==> src/hdl/olw_defs.svh <==
// register offsets, field positions, reset values and timing constants of the over-limit watchdog
`ifndef OLW_DEFS_SVH
`define OLW_DEFS_SVH

`define OLW_ADDR_W              8
`define OLW_DATA_W              16

`define OLW_OFS_WATT_CEILING    8'h11
`define OLW_OFS_BUS_HIGH        8'h12
`define OLW_OFS_BUS_LOW         8'h13
`define OLW_OFS_CRIT_POS        8'h14
`define OLW_OFS_CRIT_NEG        8'h15

`define OLW_CUTOFF_MSB          15
`define OLW_CUTOFF_LSB          3
`define OLW_OL_FLIP_BIT         1
`define OLW_OL_LATCH_BIT        0

`define OLW_CRIT_THR_MSB        15
`define OLW_CRIT_THR_LSB        8
`define OLW_AUX_LEVEL_BIT       7
`define OLW_AUX_MODE_MSB        6
`define OLW_AUX_MODE_LSB        5
`define OLW_CRIT_POL_BIT        4
`define OLW_CRIT_HYST_MSB       3
`define OLW_CRIT_HYST_LSB       1
`define OLW_CRIT_LATCH_BIT      0
`define OLW_FILTER_MSB          7
`define OLW_FILTER_LSB          4
`define OLW_WARN_DLY_MSB        3
`define OLW_WARN_DLY_LSB        0

`define OLW_RST_WATT_CEILING    16'h0000
`define OLW_RST_BUS_HIGH        16'h0000
`define OLW_RST_BUS_LOW         16'h0000
`define OLW_RST_CRIT_POS        16'h0000
`define OLW_RST_CRIT_NEG        16'h0000

// one hysteresis step in millivolts
`define OLW_HYST_STEP_MV        2

`define OLW_CLK_PERIOD_NS       20
// filter step 0.064 ms, a least hold time: rounded up
`define OLW_FILT_STEP_NS        64000
`define OLW_FILT_STEP_CYC       ((`OLW_FILT_STEP_NS + `OLW_CLK_PERIOD_NS - 1) / `OLW_CLK_PERIOD_NS)
// warning delay step 0.1 s
`define OLW_WARN_STEP_NS        100000000
`define OLW_WARN_STEP_CYC       (`OLW_WARN_STEP_NS / `OLW_CLK_PERIOD_NS)

`endif

==> src/hdl/olw_pkg.sv <==
// types shared by the over-limit watchdog modules
package olw_pkg;

  typedef enum logic [1:0]
  {
    OLW_AUX_HIZ_A = 2'h0,
    OLW_AUX_HIZ_B = 2'h1,
    OLW_AUX_LOW   = 2'h2,
    OLW_AUX_HIGH  = 2'h3
  } olw_aux_mode_t;

  typedef enum logic
  {
    OLW_CRIT_CLEAR = 1'b0,
    OLW_CRIT_TRIP  = 1'b1
  } olw_crit_state_t;

endpackage

==> src/hdl/olw_top.sv <==
// over-limit and critical comparator watchdog with its register set
`timescale 1ns/1ps
`include "olw_defs.svh"

module olw_top
  import olw_pkg::*;
#(
  parameter int FILT_STEP_CYC = `OLW_FILT_STEP_CYC,
  parameter int WARN_STEP_CYC = `OLW_WARN_STEP_CYC
)
(
  input  wire logic                   i_clk,
  input  wire logic                   i_resetn,
  input  wire logic                   i_ce,
  input  wire logic [`OLW_ADDR_W-1:0] i_reg_addr,
  input  wire logic                   i_reg_wr,
  input  wire logic                   i_reg_rd,
  input  wire logic [`OLW_DATA_W-1:0] i_reg_wdata,
  output logic      [`OLW_DATA_W-1:0] o_reg_rdata,
  input  wire logic [15:0]            i_power_result,
  input  wire logic [15:0]            i_bus_result,
  input  wire logic                   i_result_valid,
  input  wire logic signed [9:0]      i_shunt_mv,
  input  wire logic                   i_overlimit_out_enable,
  input  wire logic                   i_watt_flag_clear,
  input  wire logic                   i_bus_high_flag_clear,
  input  wire logic                   i_bus_low_flag_clear,
  input  wire logic                   i_critical_flag_clear,
  output logic                        o_watt_flag,
  output logic                        o_bus_high_trip_flag,
  output logic                        o_bus_low_trip_flag,
  output logic                        o_critical_flag,
  output logic                        o_overlimit_pin,
  output logic                        o_critical_pin_o,
  output logic                        o_critical_pin_oe,
  input  wire logic                   i_aux_pin,
  output logic                        o_aux_pin_o,
  output logic                        o_aux_pin_oe,
  output logic [3:0]                  o_warning_delay,
  output logic [31:0]                 o_warning_delay_cycles
);

  // register fields
  logic [15:0]     watt_ceiling_r;
  logic [12:0]     bus_high_cutoff_r;
  logic            overlimit_flip_r;
  logic            overlimit_latch_sel_r;
  logic [12:0]     bus_low_cutoff_r;
  logic [7:0]      critical_threshold_r;
  olw_aux_mode_t   aux_pin_mode_r;
  logic            critical_polarity_r;
  logic [2:0]      critical_hysteresis_r;
  logic            critical_latch_r;
  logic [7:0]      critical_neg_threshold_r;
  logic [3:0]      comparator_filter_r;
  logic [3:0]      warning_delay_r;

  // measurement capture and comparison
  logic [15:0]     power_hold_r;
  logic [12:0]     bus_hold_r;
  logic            have_result_r;
  logic            watt_over;
  logic            bus_high_over;
  logic            bus_low_under;
  logic            overlimit_live;
  logic            overlimit_active;

  // critical comparator
  olw_crit_state_t crit_state_r;
  olw_crit_state_t crit_state_nxt;
  logic signed [10:0] shunt_s;
  logic signed [10:0] pos_lim;
  logic signed [10:0] neg_lim;
  logic signed [10:0] hyst_mv;
  logic            crit_filt;
  logic            crit_active;
  logic            crit_level;

  // aux pin synchroniser
  logic            aux_s1_r;
  logic            aux_s2_r;
  logic            aux_s3_r;
  logic            aux_pin_level_r;

  logic            wr_en;
  logic [`OLW_DATA_W-1:0] rdata_nxt;

  function automatic logic signed [10:0] olw_mv(input logic [7:0] code);
    olw_mv = signed'({3'h0, code});
  endfunction

  function automatic logic signed [10:0] olw_hyst_mv(input logic [2:0] code);
    olw_hyst_mv = signed'(11'(32'(code) * `OLW_HYST_STEP_MV));
  endfunction

  assign wr_en = i_ce & i_reg_wr;

  // register writes, one block per register
  always_ff @(posedge i_clk or negedge i_resetn)
  begin
    if (!i_resetn)
      watt_ceiling_r <= `OLW_RST_WATT_CEILING;
    else if (wr_en && i_reg_addr == `OLW_OFS_WATT_CEILING)
      watt_ceiling_r <= i_reg_wdata;
  end

  always_ff @(posedge i_clk or negedge i_resetn)
  begin
    if (!i_resetn)
    begin
      bus_high_cutoff_r     <= 13'(`OLW_RST_BUS_HIGH >> `OLW_CUTOFF_LSB);
      overlimit_flip_r      <= 1'b0;
      overlimit_latch_sel_r <= 1'b0;
    end
    else if (wr_en && i_reg_addr == `OLW_OFS_BUS_HIGH)
    begin
      bus_high_cutoff_r     <= i_reg_wdata[`OLW_CUTOFF_MSB:`OLW_CUTOFF_LSB];
      overlimit_flip_r      <= i_reg_wdata[`OLW_OL_FLIP_BIT];
      overlimit_latch_sel_r <= i_reg_wdata[`OLW_OL_LATCH_BIT];
    end
  end

  always_ff @(posedge i_clk or negedge i_resetn)
  begin
    if (!i_resetn)
      bus_low_cutoff_r <= 13'(`OLW_RST_BUS_LOW >> `OLW_CUTOFF_LSB);
    else if (wr_en && i_reg_addr == `OLW_OFS_BUS_LOW)
      bus_low_cutoff_r <= i_reg_wdata[`OLW_CUTOFF_MSB:`OLW_CUTOFF_LSB];
  end

  // readback bit 7 is not writable
  always_ff @(posedge i_clk or negedge i_resetn)
  begin
    if (!i_resetn)
    begin
      critical_threshold_r  <= 8'h00;
      aux_pin_mode_r        <= OLW_AUX_HIZ_A;
      critical_polarity_r   <= 1'b0;
      critical_hysteresis_r <= 3'h0;
      critical_latch_r      <= 1'b0;
    end
    else if (wr_en && i_reg_addr == `OLW_OFS_CRIT_POS)
    begin
      critical_threshold_r  <= i_reg_wdata[`OLW_CRIT_THR_MSB:`OLW_CRIT_THR_LSB];
      aux_pin_mode_r        <= olw_aux_mode_t'(i_reg_wdata[`OLW_AUX_MODE_MSB:`OLW_AUX_MODE_LSB]);
      critical_polarity_r   <= i_reg_wdata[`OLW_CRIT_POL_BIT];
      critical_hysteresis_r <= i_reg_wdata[`OLW_CRIT_HYST_MSB:`OLW_CRIT_HYST_LSB];
      critical_latch_r      <= i_reg_wdata[`OLW_CRIT_LATCH_BIT];
    end
  end

  always_ff @(posedge i_clk or negedge i_resetn)
  begin
    if (!i_resetn)
    begin
      critical_neg_threshold_r <= 8'h00;
      comparator_filter_r      <= 4'h0;
      warning_delay_r          <= 4'h0;
    end
    else if (wr_en && i_reg_addr == `OLW_OFS_CRIT_NEG)
    begin
      critical_neg_threshold_r <= i_reg_wdata[`OLW_CRIT_THR_MSB:`OLW_CRIT_THR_LSB];
      comparator_filter_r      <= i_reg_wdata[`OLW_FILTER_MSB:`OLW_FILTER_LSB];
      warning_delay_r          <= i_reg_wdata[`OLW_WARN_DLY_MSB:`OLW_WARN_DLY_LSB];
    end
  end

  // read mux; unmapped offsets and reserved bits read zero
  always_comb
  begin
    rdata_nxt = '0;
    case (i_reg_addr)
      `OLW_OFS_WATT_CEILING:
        rdata_nxt = watt_ceiling_r;
      `OLW_OFS_BUS_HIGH:
        rdata_nxt = {bus_high_cutoff_r, 1'b0, overlimit_flip_r, overlimit_latch_sel_r};
      `OLW_OFS_BUS_LOW:
        rdata_nxt = {bus_low_cutoff_r, 3'h0};
      `OLW_OFS_CRIT_POS:
        rdata_nxt = {critical_threshold_r, aux_pin_level_r, aux_pin_mode_r,
                     critical_polarity_r, critical_hysteresis_r, critical_latch_r};
      `OLW_OFS_CRIT_NEG:
        rdata_nxt = {critical_neg_threshold_r, comparator_filter_r, warning_delay_r};
      default:
        rdata_nxt = '0;
    endcase
  end

  always_ff @(posedge i_clk or negedge i_resetn)
  begin
    if (!i_resetn)
      o_reg_rdata <= '0;
    else if (i_ce && i_reg_rd)
      o_reg_rdata <= rdata_nxt;
  end

  // latest results are held so a transparent pin follows the last comparison
  always_ff @(posedge i_clk or negedge i_resetn)
  begin
    if (!i_resetn)
    begin
      power_hold_r  <= 16'h0000;
      bus_hold_r    <= 13'h0000;
      have_result_r <= 1'b0;
    end
    else if (i_ce && i_result_valid)
    begin
      power_hold_r  <= i_power_result;
      bus_hold_r    <= i_bus_result[`OLW_CUTOFF_MSB:`OLW_CUTOFF_LSB];
      have_result_r <= 1'b1;
    end
  end

  assign watt_over     = have_result_r & (power_hold_r > watt_ceiling_r);
  assign bus_high_over = have_result_r & (bus_hold_r > bus_high_cutoff_r);
  assign bus_low_under = have_result_r & (bus_hold_r < bus_low_cutoff_r);

  // sticky flags: a set in the clearing cycle wins
  always_ff @(posedge i_clk or negedge i_resetn)
  begin
    if (!i_resetn)
      o_watt_flag <= 1'b0;
    else if (i_ce)
      o_watt_flag <= watt_over | (o_watt_flag & ~i_watt_flag_clear);
  end

  always_ff @(posedge i_clk or negedge i_resetn)
  begin
    if (!i_resetn)
      o_bus_high_trip_flag <= 1'b0;
    else if (i_ce)
      o_bus_high_trip_flag <= bus_high_over | (o_bus_high_trip_flag & ~i_bus_high_flag_clear);
  end

  always_ff @(posedge i_clk or negedge i_resetn)
  begin
    if (!i_resetn)
      o_bus_low_trip_flag <= 1'b0;
    else if (i_ce)
      o_bus_low_trip_flag <= bus_low_under | (o_bus_low_trip_flag & ~i_bus_low_flag_clear);
  end

  assign overlimit_live = watt_over | bus_high_over | bus_low_under;

  // latched mode holds on the flags, so only a host clear or a low i_overlimit_out_enable releases the pin
  always_comb
  begin
    if (overlimit_latch_sel_r)
      overlimit_active = o_watt_flag | o_bus_high_trip_flag | o_bus_low_trip_flag;
    else
      overlimit_active = overlimit_live;
  end

  always_ff @(posedge i_clk or negedge i_resetn)
  begin
    if (!i_resetn)
      o_overlimit_pin <= 1'b1;
    else if (i_ce)
      o_overlimit_pin <= (i_overlimit_out_enable & overlimit_active) ? overlimit_flip_r : ~overlimit_flip_r;
  end

  // critical window comparator with hysteresis on release
  assign shunt_s = {i_shunt_mv[9], i_shunt_mv};
  assign pos_lim = olw_mv(critical_threshold_r);
  assign neg_lim = 11'sd0 - olw_mv(critical_neg_threshold_r);
  assign hyst_mv = olw_hyst_mv(critical_hysteresis_r);

  always_comb
  begin
    crit_state_nxt = crit_state_r;
    case (crit_state_r)
      OLW_CRIT_CLEAR:
        if (shunt_s > pos_lim || shunt_s < neg_lim)
          crit_state_nxt = OLW_CRIT_TRIP;
      OLW_CRIT_TRIP:
        if (shunt_s <= pos_lim - hyst_mv && shunt_s >= neg_lim + hyst_mv)
          crit_state_nxt = OLW_CRIT_CLEAR;
      default:
        crit_state_nxt = OLW_CRIT_CLEAR;
    endcase
  end

  always_ff @(posedge i_clk or negedge i_resetn)
  begin
    if (!i_resetn)
      crit_state_r <= OLW_CRIT_CLEAR;
    else if (i_ce)
      crit_state_r <= crit_state_nxt;
  end

  olw_filter #(
    .STEP_CYC (FILT_STEP_CYC)
  ) u_filter (
    .i_clk    (i_clk),
    .i_resetn (i_resetn),
    .i_ce     (i_ce),
    .i_code   (comparator_filter_r),
    .i_raw    (crit_state_r == OLW_CRIT_TRIP),
    .o_filt   (crit_filt)
  );

  always_ff @(posedge i_clk or negedge i_resetn)
  begin
    if (!i_resetn)
      o_critical_flag <= 1'b0;
    else if (i_ce)
      o_critical_flag <= crit_filt | (o_critical_flag & ~i_critical_flag_clear);
  end

  assign crit_active = critical_latch_r ? o_critical_flag : crit_filt;
  assign crit_level  = crit_active ? critical_polarity_r : ~critical_polarity_r;

  // open drain: only ever pulls low, a high level is left to the pull-up
  always_ff @(posedge i_clk or negedge i_resetn)
  begin
    if (!i_resetn)
      o_critical_pin_oe <= 1'b0;
    else if (i_ce)
      o_critical_pin_oe <= ~crit_level;
  end

  assign o_critical_pin_o = 1'b0;

  // aux pin: three stages, a change counts once stages two and three agree
  always_ff @(posedge i_clk or negedge i_resetn)
  begin
    if (!i_resetn)
    begin
      aux_s1_r <= 1'b0;
      aux_s2_r <= 1'b0;
      aux_s3_r <= 1'b0;
    end
    else if (i_ce)
    begin
      aux_s1_r <= i_aux_pin;
      aux_s2_r <= aux_s1_r;
      aux_s3_r <= aux_s2_r;
    end
  end

  always_ff @(posedge i_clk or negedge i_resetn)
  begin
    if (!i_resetn)
      aux_pin_level_r <= 1'b0;
    else if (i_ce && aux_s2_r == aux_s3_r)
      aux_pin_level_r <= aux_s3_r;
  end

  always_ff @(posedge i_clk or negedge i_resetn)
  begin
    if (!i_resetn)
    begin
      o_aux_pin_oe <= 1'b0;
      o_aux_pin_o  <= 1'b0;
    end
    else if (i_ce)
    begin
      o_aux_pin_oe <= (aux_pin_mode_r == OLW_AUX_LOW) || (aux_pin_mode_r == OLW_AUX_HIGH);
      o_aux_pin_o  <= (aux_pin_mode_r == OLW_AUX_HIGH);
    end
  end

  // the warning pin lives elsewhere; it is handed the code and its length in cycles
  always_ff @(posedge i_clk or negedge i_resetn)
  begin
    if (!i_resetn)
    begin
      o_warning_delay        <= 4'h0;
      o_warning_delay_cycles <= 32'h0000_0000;
    end
    else if (i_ce)
    begin
      o_warning_delay        <= warning_delay_r;
      o_warning_delay_cycles <= 32'(32'(warning_delay_r) * WARN_STEP_CYC);
    end
  end

endmodule

==> src/hdl/olw_filter.sv <==
// hold-time filter for the critical comparator result
`timescale 1ns/1ps
`include "olw_defs.svh"

module olw_filter
  import olw_pkg::*;
#(
  parameter int STEP_CYC = `OLW_FILT_STEP_CYC,
  parameter int CNT_W    = 20
)
(
  input  wire logic       i_clk,
  input  wire logic       i_resetn,
  input  wire logic       i_ce,
  input  wire logic [3:0] i_code,
  input  wire logic       i_raw,
  output logic            o_filt
);

  logic [CNT_W-1:0] hold_cnt_r;
  logic [CNT_W-1:0] hold_lim;

  // hold needed is code steps; code zero passes after one register stage
  assign hold_lim = CNT_W'(32'(i_code) * STEP_CYC);

  always_ff @(posedge i_clk or negedge i_resetn)
  begin
    if (!i_resetn)
    begin
      hold_cnt_r <= '0;
      o_filt     <= 1'b0;
    end
    else if (i_ce)
    begin
      if (i_raw == o_filt)
      begin
        // any return to the old value restarts the hold
        hold_cnt_r <= '0;
      end
      else if (hold_cnt_r + CNT_W'(1) >= hold_lim)
      begin
        o_filt     <= i_raw;
        hold_cnt_r <= '0;
      end
      else
      begin
        hold_cnt_r <= hold_cnt_r + CNT_W'(1);
      end
    end
  end

endmodule

==> config.mk <==
export PLATFORM = sky130hd
export DESIGN_NAME = olw_top
export DESIGN_NICKNAME = d
export VERILOG_FILES = /design/src/hdl/olw_pkg.sv /design/src/hdl/olw_top.sv /design/src/hdl/olw_filter.sv
export VERILOG_INCLUDE_DIRS = /design/src /design/src/hdl
export SDC_FILE = /design/constraint.sdc
export NUM_CORES = 1
export LEC_CHECK = 0
export BUFFER_PORTS_ARGS = -buffer_cell sky130_fd_sc_hd__buf_2
export CAP_MARGIN = 20
export CORE_AREA = 2 2 134 149
export DETAILED_ROUTE_END_ITERATION = 8
export DIE_AREA = 0 0 136 151
export GPL_ROUTABILITY_DRIVEN = 0
export PLACE_DENSITY = 0.81
export SETUP_SLACK_MARGIN = 0.02
export SYNTH_ARGS = -nofsm -noshare
export SYNTH_HDL_FRONTEND = slang
export SYNTH_SLANG_ARGS = --single-unit
==> constraint.sdc <==
create_clock -name i_clk -period 10.37 [get_ports i_clk]
set_input_delay 0.5185 -clock i_clk [delete_from_list [all_inputs] [get_ports i_clk]]
set_output_delay 0.5185 -clock i_clk [all_outputs]
set_load 0.05 [all_outputs]
Word level (Yosys, flattened, before mapping)

Index checks and enable logic that the tools add are counted.

Add/sub/neg operators: 4
$mul: 2
Div/mod/pow operators: 0
Order comparisons: 8
Equality and inequality tests: 9
Shifts and indexed selects: 0
Muxes and demuxes: 10
Bitwise operators: 26
Reductions and logical operators: 12

Operators with widths:

| operator                | count |
|---|---|
| $pmux W16 S5            | 1 |
| $eq A8 B5 Y1 const B    | 5 |
| $mux W20                | 2 |
| $mul A4 B17 Y21 const B | 1 |
| $add A20 B1 Y20 const B | 1 |
| $ge A20 B16 Y1          | 1 |
| $gt A16 B16 Y1          | 1 |
| $gt A13 B13 Y1          | 1 |
| $lt A13 B13 Y1          | 1 |
| $add A9 B5 Y10          | 1 |
| $ge A10 B10 Y1          | 1 |
| $gt A10 B9 Y1           | 1 |
| $le A10 B9 Y1           | 1 |
| $lt A10 B9 Y1           | 1 |
| $and A1 B1 Y1           | 9 |
| $logic_and A1 B1 Y1     | 9 |
| $mul A4 B5 Y9 const B   | 1 |
| $not A1 Y1              | 9 |
| $sub A1 B8 Y9 const A   | 1 |
| $sub A8 B4 Y9           | 1 |
| $or A1 B1 Y1            | 8 |
| $mux W1                 | 6 |
| $eq A2 B2 Y1 const B    | 2 |
| $reduce_and A3 Y1       | 1 |
| other kinds (3)         | 5 |

Bits in registers: 180
Bits in latches: 0
RAM bits: 0
Bits in read-only memories: 0
Input bits: 78
Output and inout port bits: 61
Logic and storage cells: 105
Memories: 0

Longest topological paths before layout

Word-level depth: 7
Gate-level depth with buffers: 15
Gate-level depth less buffers: 15

Modules after synthesis

A second synthesis with hierarchy kept.

Cells, all modules: 1,107
Area total of the unflattened synthesis: 11,330.9 um^2

By module, submodules not included:

| module     | instances | cells an instance | area each (um^2) | sequential area each (um^2) |
|---|---|---|---|---|
| olw_top    | 1         | 925               | 9,569.2          | 3,930.0 |
| olw_filter | 1         | 182               | 1,761.7          | 525.5 |

Least setup slack after synthesis

OpenSTA, ideal clock, no wires.

Path kind: reg2reg
From: register u_filter.hold_cnt_r[0]
To: register u_filter.o_filt
Setup time: 0.128 ns
Arrival time: 3.344 ns
Required time: 10.242 ns
Slack: 6.899 ns
Cell stages (with the launch flop): 16
Path buffers: 1
Clock period less this slack: 3.471 ns
Cell sequence: dfrtp_1 > ha_1 > nand2_1 > or4_1 > buf_2 > inv_1 > and3_1 > xnor2_1 > ha_1 > nand4_1 > nor2_1 > nand4_1 > nor3_1 > o21bai_1 > o21ai_1 > mux2_1

Word-level cells in the longest chain between the ends: 3

Ends and longest elaborated chain:

| item                               | RTL line         | text |
|---|---|---|
| start, declared                    | olw_filter.sv:20 | `logic [CNT_W-1:0] hold_cnt_r;` |
| start signal, assigned             | olw_filter.sv:47 | `hold_cnt_r <= hold_cnt_r + CNT_W'(1);` |
| $add A20 B1 Y20                    | olw_filter.sv:40 | `else if (hold_cnt_r + CNT_W'(1) >= hold_lim)` |
| $ge A20 B16 Y1                     | olw_filter.sv:40 |  |
| $reduce_and A3 Y1 (no source line) | n/a              |  |
| end signal, assigned               | olw_filter.sv:42 | `o_filt <= i_raw;` |
| end, declared                      | olw_filter.sv:17 | `output logic o_filt` |

Every way passes these cells.
A chain may end at the register's enable or synchronous reset.

Worst setup path after layout

Same ends and word-level chain as after synthesis.

==> impl_metrics.tcl <==
set metrics [dict create \
    status "finished clean" \
    die_y_um 151 \
    power.switching_mw 0.555 \
    drc_errors 0 \
    endpoint "u_filter.o_filt" \
    area.growth.synth_to_final_pct 11.5 \
    arrival_ps 4390 \
    worst_pin_slew_ps 1010 \
    yosys.area.top_type "dfrtp_1" \
    cp-end-kind "register" \
    track_usage_pct 26.9 \
    finalNonFillerCells 1504 \
    cts_max_level 4 \
    reg2reg_from "u_filter.hold_cnt_r[0]" \
    port_buffers 123 \
    design_area_um2 12500 \
    p_sw_share_pct 31.5 \
    clock-sinks 178 \
    hold_violations 0 \
    rrSetupSlack_ps 6300 \
    drt_pre_antenna_iters 5 \
    path_max_fanout 6 \
    dp_hpwl_mm 20.4 \
    multiInputGateArea_um2 6140 \
    drive_gt1_share_pct 20.0 \
    cellPowerDensity_nw_per_um2 141 \
    drv_slew 0 \
    power.total_mw 1.76 \
    placed_cell_area_um2 11900 \
    setup_viol 0 \
    io_pins 139 \
    core-area_um2 19000 \
    ys_seq_area_share_pct 39.7 \
    async_flop_share_pct 100 \
    antenna_found_initial 1 \
    worstSetupPathType "reg2reg" \
    r2r_end "u_filter.o_filt" \
    synthTopCellsByArea "dfrtp_1 39%, ha_1 14%, mux2_2 7.2%" \
    p_leak_nw 6.34 \
    min_period_over_period_pct 39.3 \
    post_cts_resized 0 \
    cp-startpoint "u_filter.hold_cnt_r[0]" \
    fin_ws_ps 6300 \
    yosysMostFrequentCell "dfrtp_1" \
    rsz0062_at_grt "no" \
    cts_made_buffers 17 \
    ant_nets 0 \
    synth_ff_type "dfrtp_1" \
    post-route-util_pct 66.1 \
    dr.first_iter.drc_count 595 \
    wl_per_cell_um 17.9 \
    synth.distinct_cells 77 \
    cts_setup_buffers 0 \
    start_util_pct 59.2 \
    crit_required_ps 10680 \
    ir_drop_mv 0.118 \
    cap_violations 0 \
    setup.worst_path.start_class "register" \
    rr_worst_depth 14 \
    pwr-share-seq_pct 44.5 \
    dp_cells 1471 \
    power.internal_mw 1.21 \
    ctsRootBufferMaster "clkbuf_16" \
    pwr-share-comb_pct 19.4 \
    hold_path_class "in2async" \
    syn_avg_cell_area_um2 9.84 \
    die_w_um 136 \
    synth_top_area_share_pct 39.4 \
    synthTopCellsByCount "177 x dfrtp_1, 129 x ha_1, 128 x nand2_1" \
    grt_max_degree 76 \
    synth_cells 1142 \
    clk_latency_ps 430 \
    netlist_area_um2 11200 \
    rows 53 \
    max_slew_margin_pct 32.5 \
    pre_cts_slack_ps 6470 \
    tns_ps 0 \
    vias 8871 \
    grt_overflow 0 \
    cts_buffer_depth 2 \
    seqCellArea_um2 4460 \
    holdWs_ps 20.6 \
    nets 1455 \
    p_clk_share_pct 36.1 \
    finalCriticalPeriod_ps 4070 \
    cts_hold_buf 0 \
    die_area_um2 20500 \
    synth-edff-count 0 \
    cts_tree "yes" \
    clk_pin_slew_ps 70 \
    ys.warnings.count 0 \
    fillCellCount 1468 \
    grt_pass1_vias 8693 \
    routed_wirelength_mm 26.9 \
    max_freq_mhz 245 \
    grt_pass1_wl_mm 43.2 \
    synth-seq-cells 178 \
    vias_per_cell 5.90 \
    fin_worst_skew_ps 8.54 \
]
registers in the layout (all words and copies together), names as in the netlist, 2 cells and up:
| name | cells |
|---|---|
| bus_low_cutoff_r | 13 |
| critical_neg_threshold_r | 8 |
| bus_high_cutoff_r | 13 |
| warning_delay_r | 4 |
| comparator_filter_r | 4 |
| critical_hysteresis_r | 3 |
| aux_pin_mode_r | 2 |
| critical_threshold_r | 8 |
| power_hold_r | 16 |
| o_warning_delay_cycles | 19 |
| o_reg_rdata | 16 |
| u_filter.hold_cnt_r | 20 |
| bus_hold_r | 13 |
| watt_ceiling_r | 16 |
| o_warning_delay | 4 |
worst max-delay path, stage by stage (launching register included):
cell	delay (ps)
dfrtp_1	440
ha_1	280
nand2_1	120
or4_1	640
inv_1	120
and3_1	170
xnor2_1	90
ha_1	300
nand4_1	180
nor2_1	210
nand4_1	120
nor3_1	630
o21bai_1	220
o21ai_1	80
mux2_1	350
cells in the final DEF (no fill, tap or decap), types with 10 or more instances in the layout:
cell and n:
dfrtp_1 177, ha_1 129, nand2_1 128, buf_2 122, inv_1 101, o21ai_0 78, mux2_2 72, a21oi_1 59
xnor2_1 36, nor2_1 35, nand3_1 22, o21ai_1 21, a21o_1 18, nand4_1 17, clkbuf_16 17, mux2_1 15
a22oi_1 14, nor3_1 12, conb_1 12, nor2b_1 10
power groups by stage:
stage / sequential, mW / clock (mW) / combinational (mW)
global route: 0.789 / 0.672 / 0.381
detailed placement: 0.797 / 0 / 0.338
finish: 0.784 / 0.637 / 0.342
global placement: 0.794 / 0 / 0.325
floorplan: 0.819 / 0 / 0.208
CTS: 0.784 / 0.641 / 0.341
logic make-up (layout without fill, tap and decap cells):
family / Yosys count / after routing / share of synthesized area, %
buf+inv: 158 / 261 / 6.03
fa+ha+maj: 134 / 134 / 15.3
xor+xnor: 45 / 45 / 3.51
flops: 178 / 178 / 39.7
mux: 89 / 89 / 8.90
simple gates: 282 / 282 / 12.6
compound gates: 255 / 255 / 14.0
other cells: 1 / 13 / 0.0334
worst min path at each step:
stage / cells past startpoint / end / slack [ps]
after global placement: 2 / o_reg_rdata[1] / 460
after global routing: 1 / o_warning_delay_cycles[10] / 70
after floorplan: 0 / aux_pin_level_r / 220
final: 1 / o_warning_delay_cycles[10] / 20
after detailed placement: 2 / o_reg_rdata[13] / 470
after CTS: 1 / o_warning_delay_cycles[10] / 40
layout make-up:
type	instances	area share (%)
multi-input combinational	817	49.1
sequential	178	35.6
timing repair buffer	128	5.26
clock buffer	17	3.40
inverter	101	3.03
tap	247	2.47
clock inverter	15	1.21
antenna	1	0.0200
routing by layer:
layer,track usage [%],vias to the layer above,share of wire [%]
met5,0,-,0
met4,10.4,0,3.0
met3,3.95,61,5.9
met2,46.3,313,49
met1,34.3,4292,42
li1,-,4205,-
Note: power is estimated with default switching activity, not from simulation.
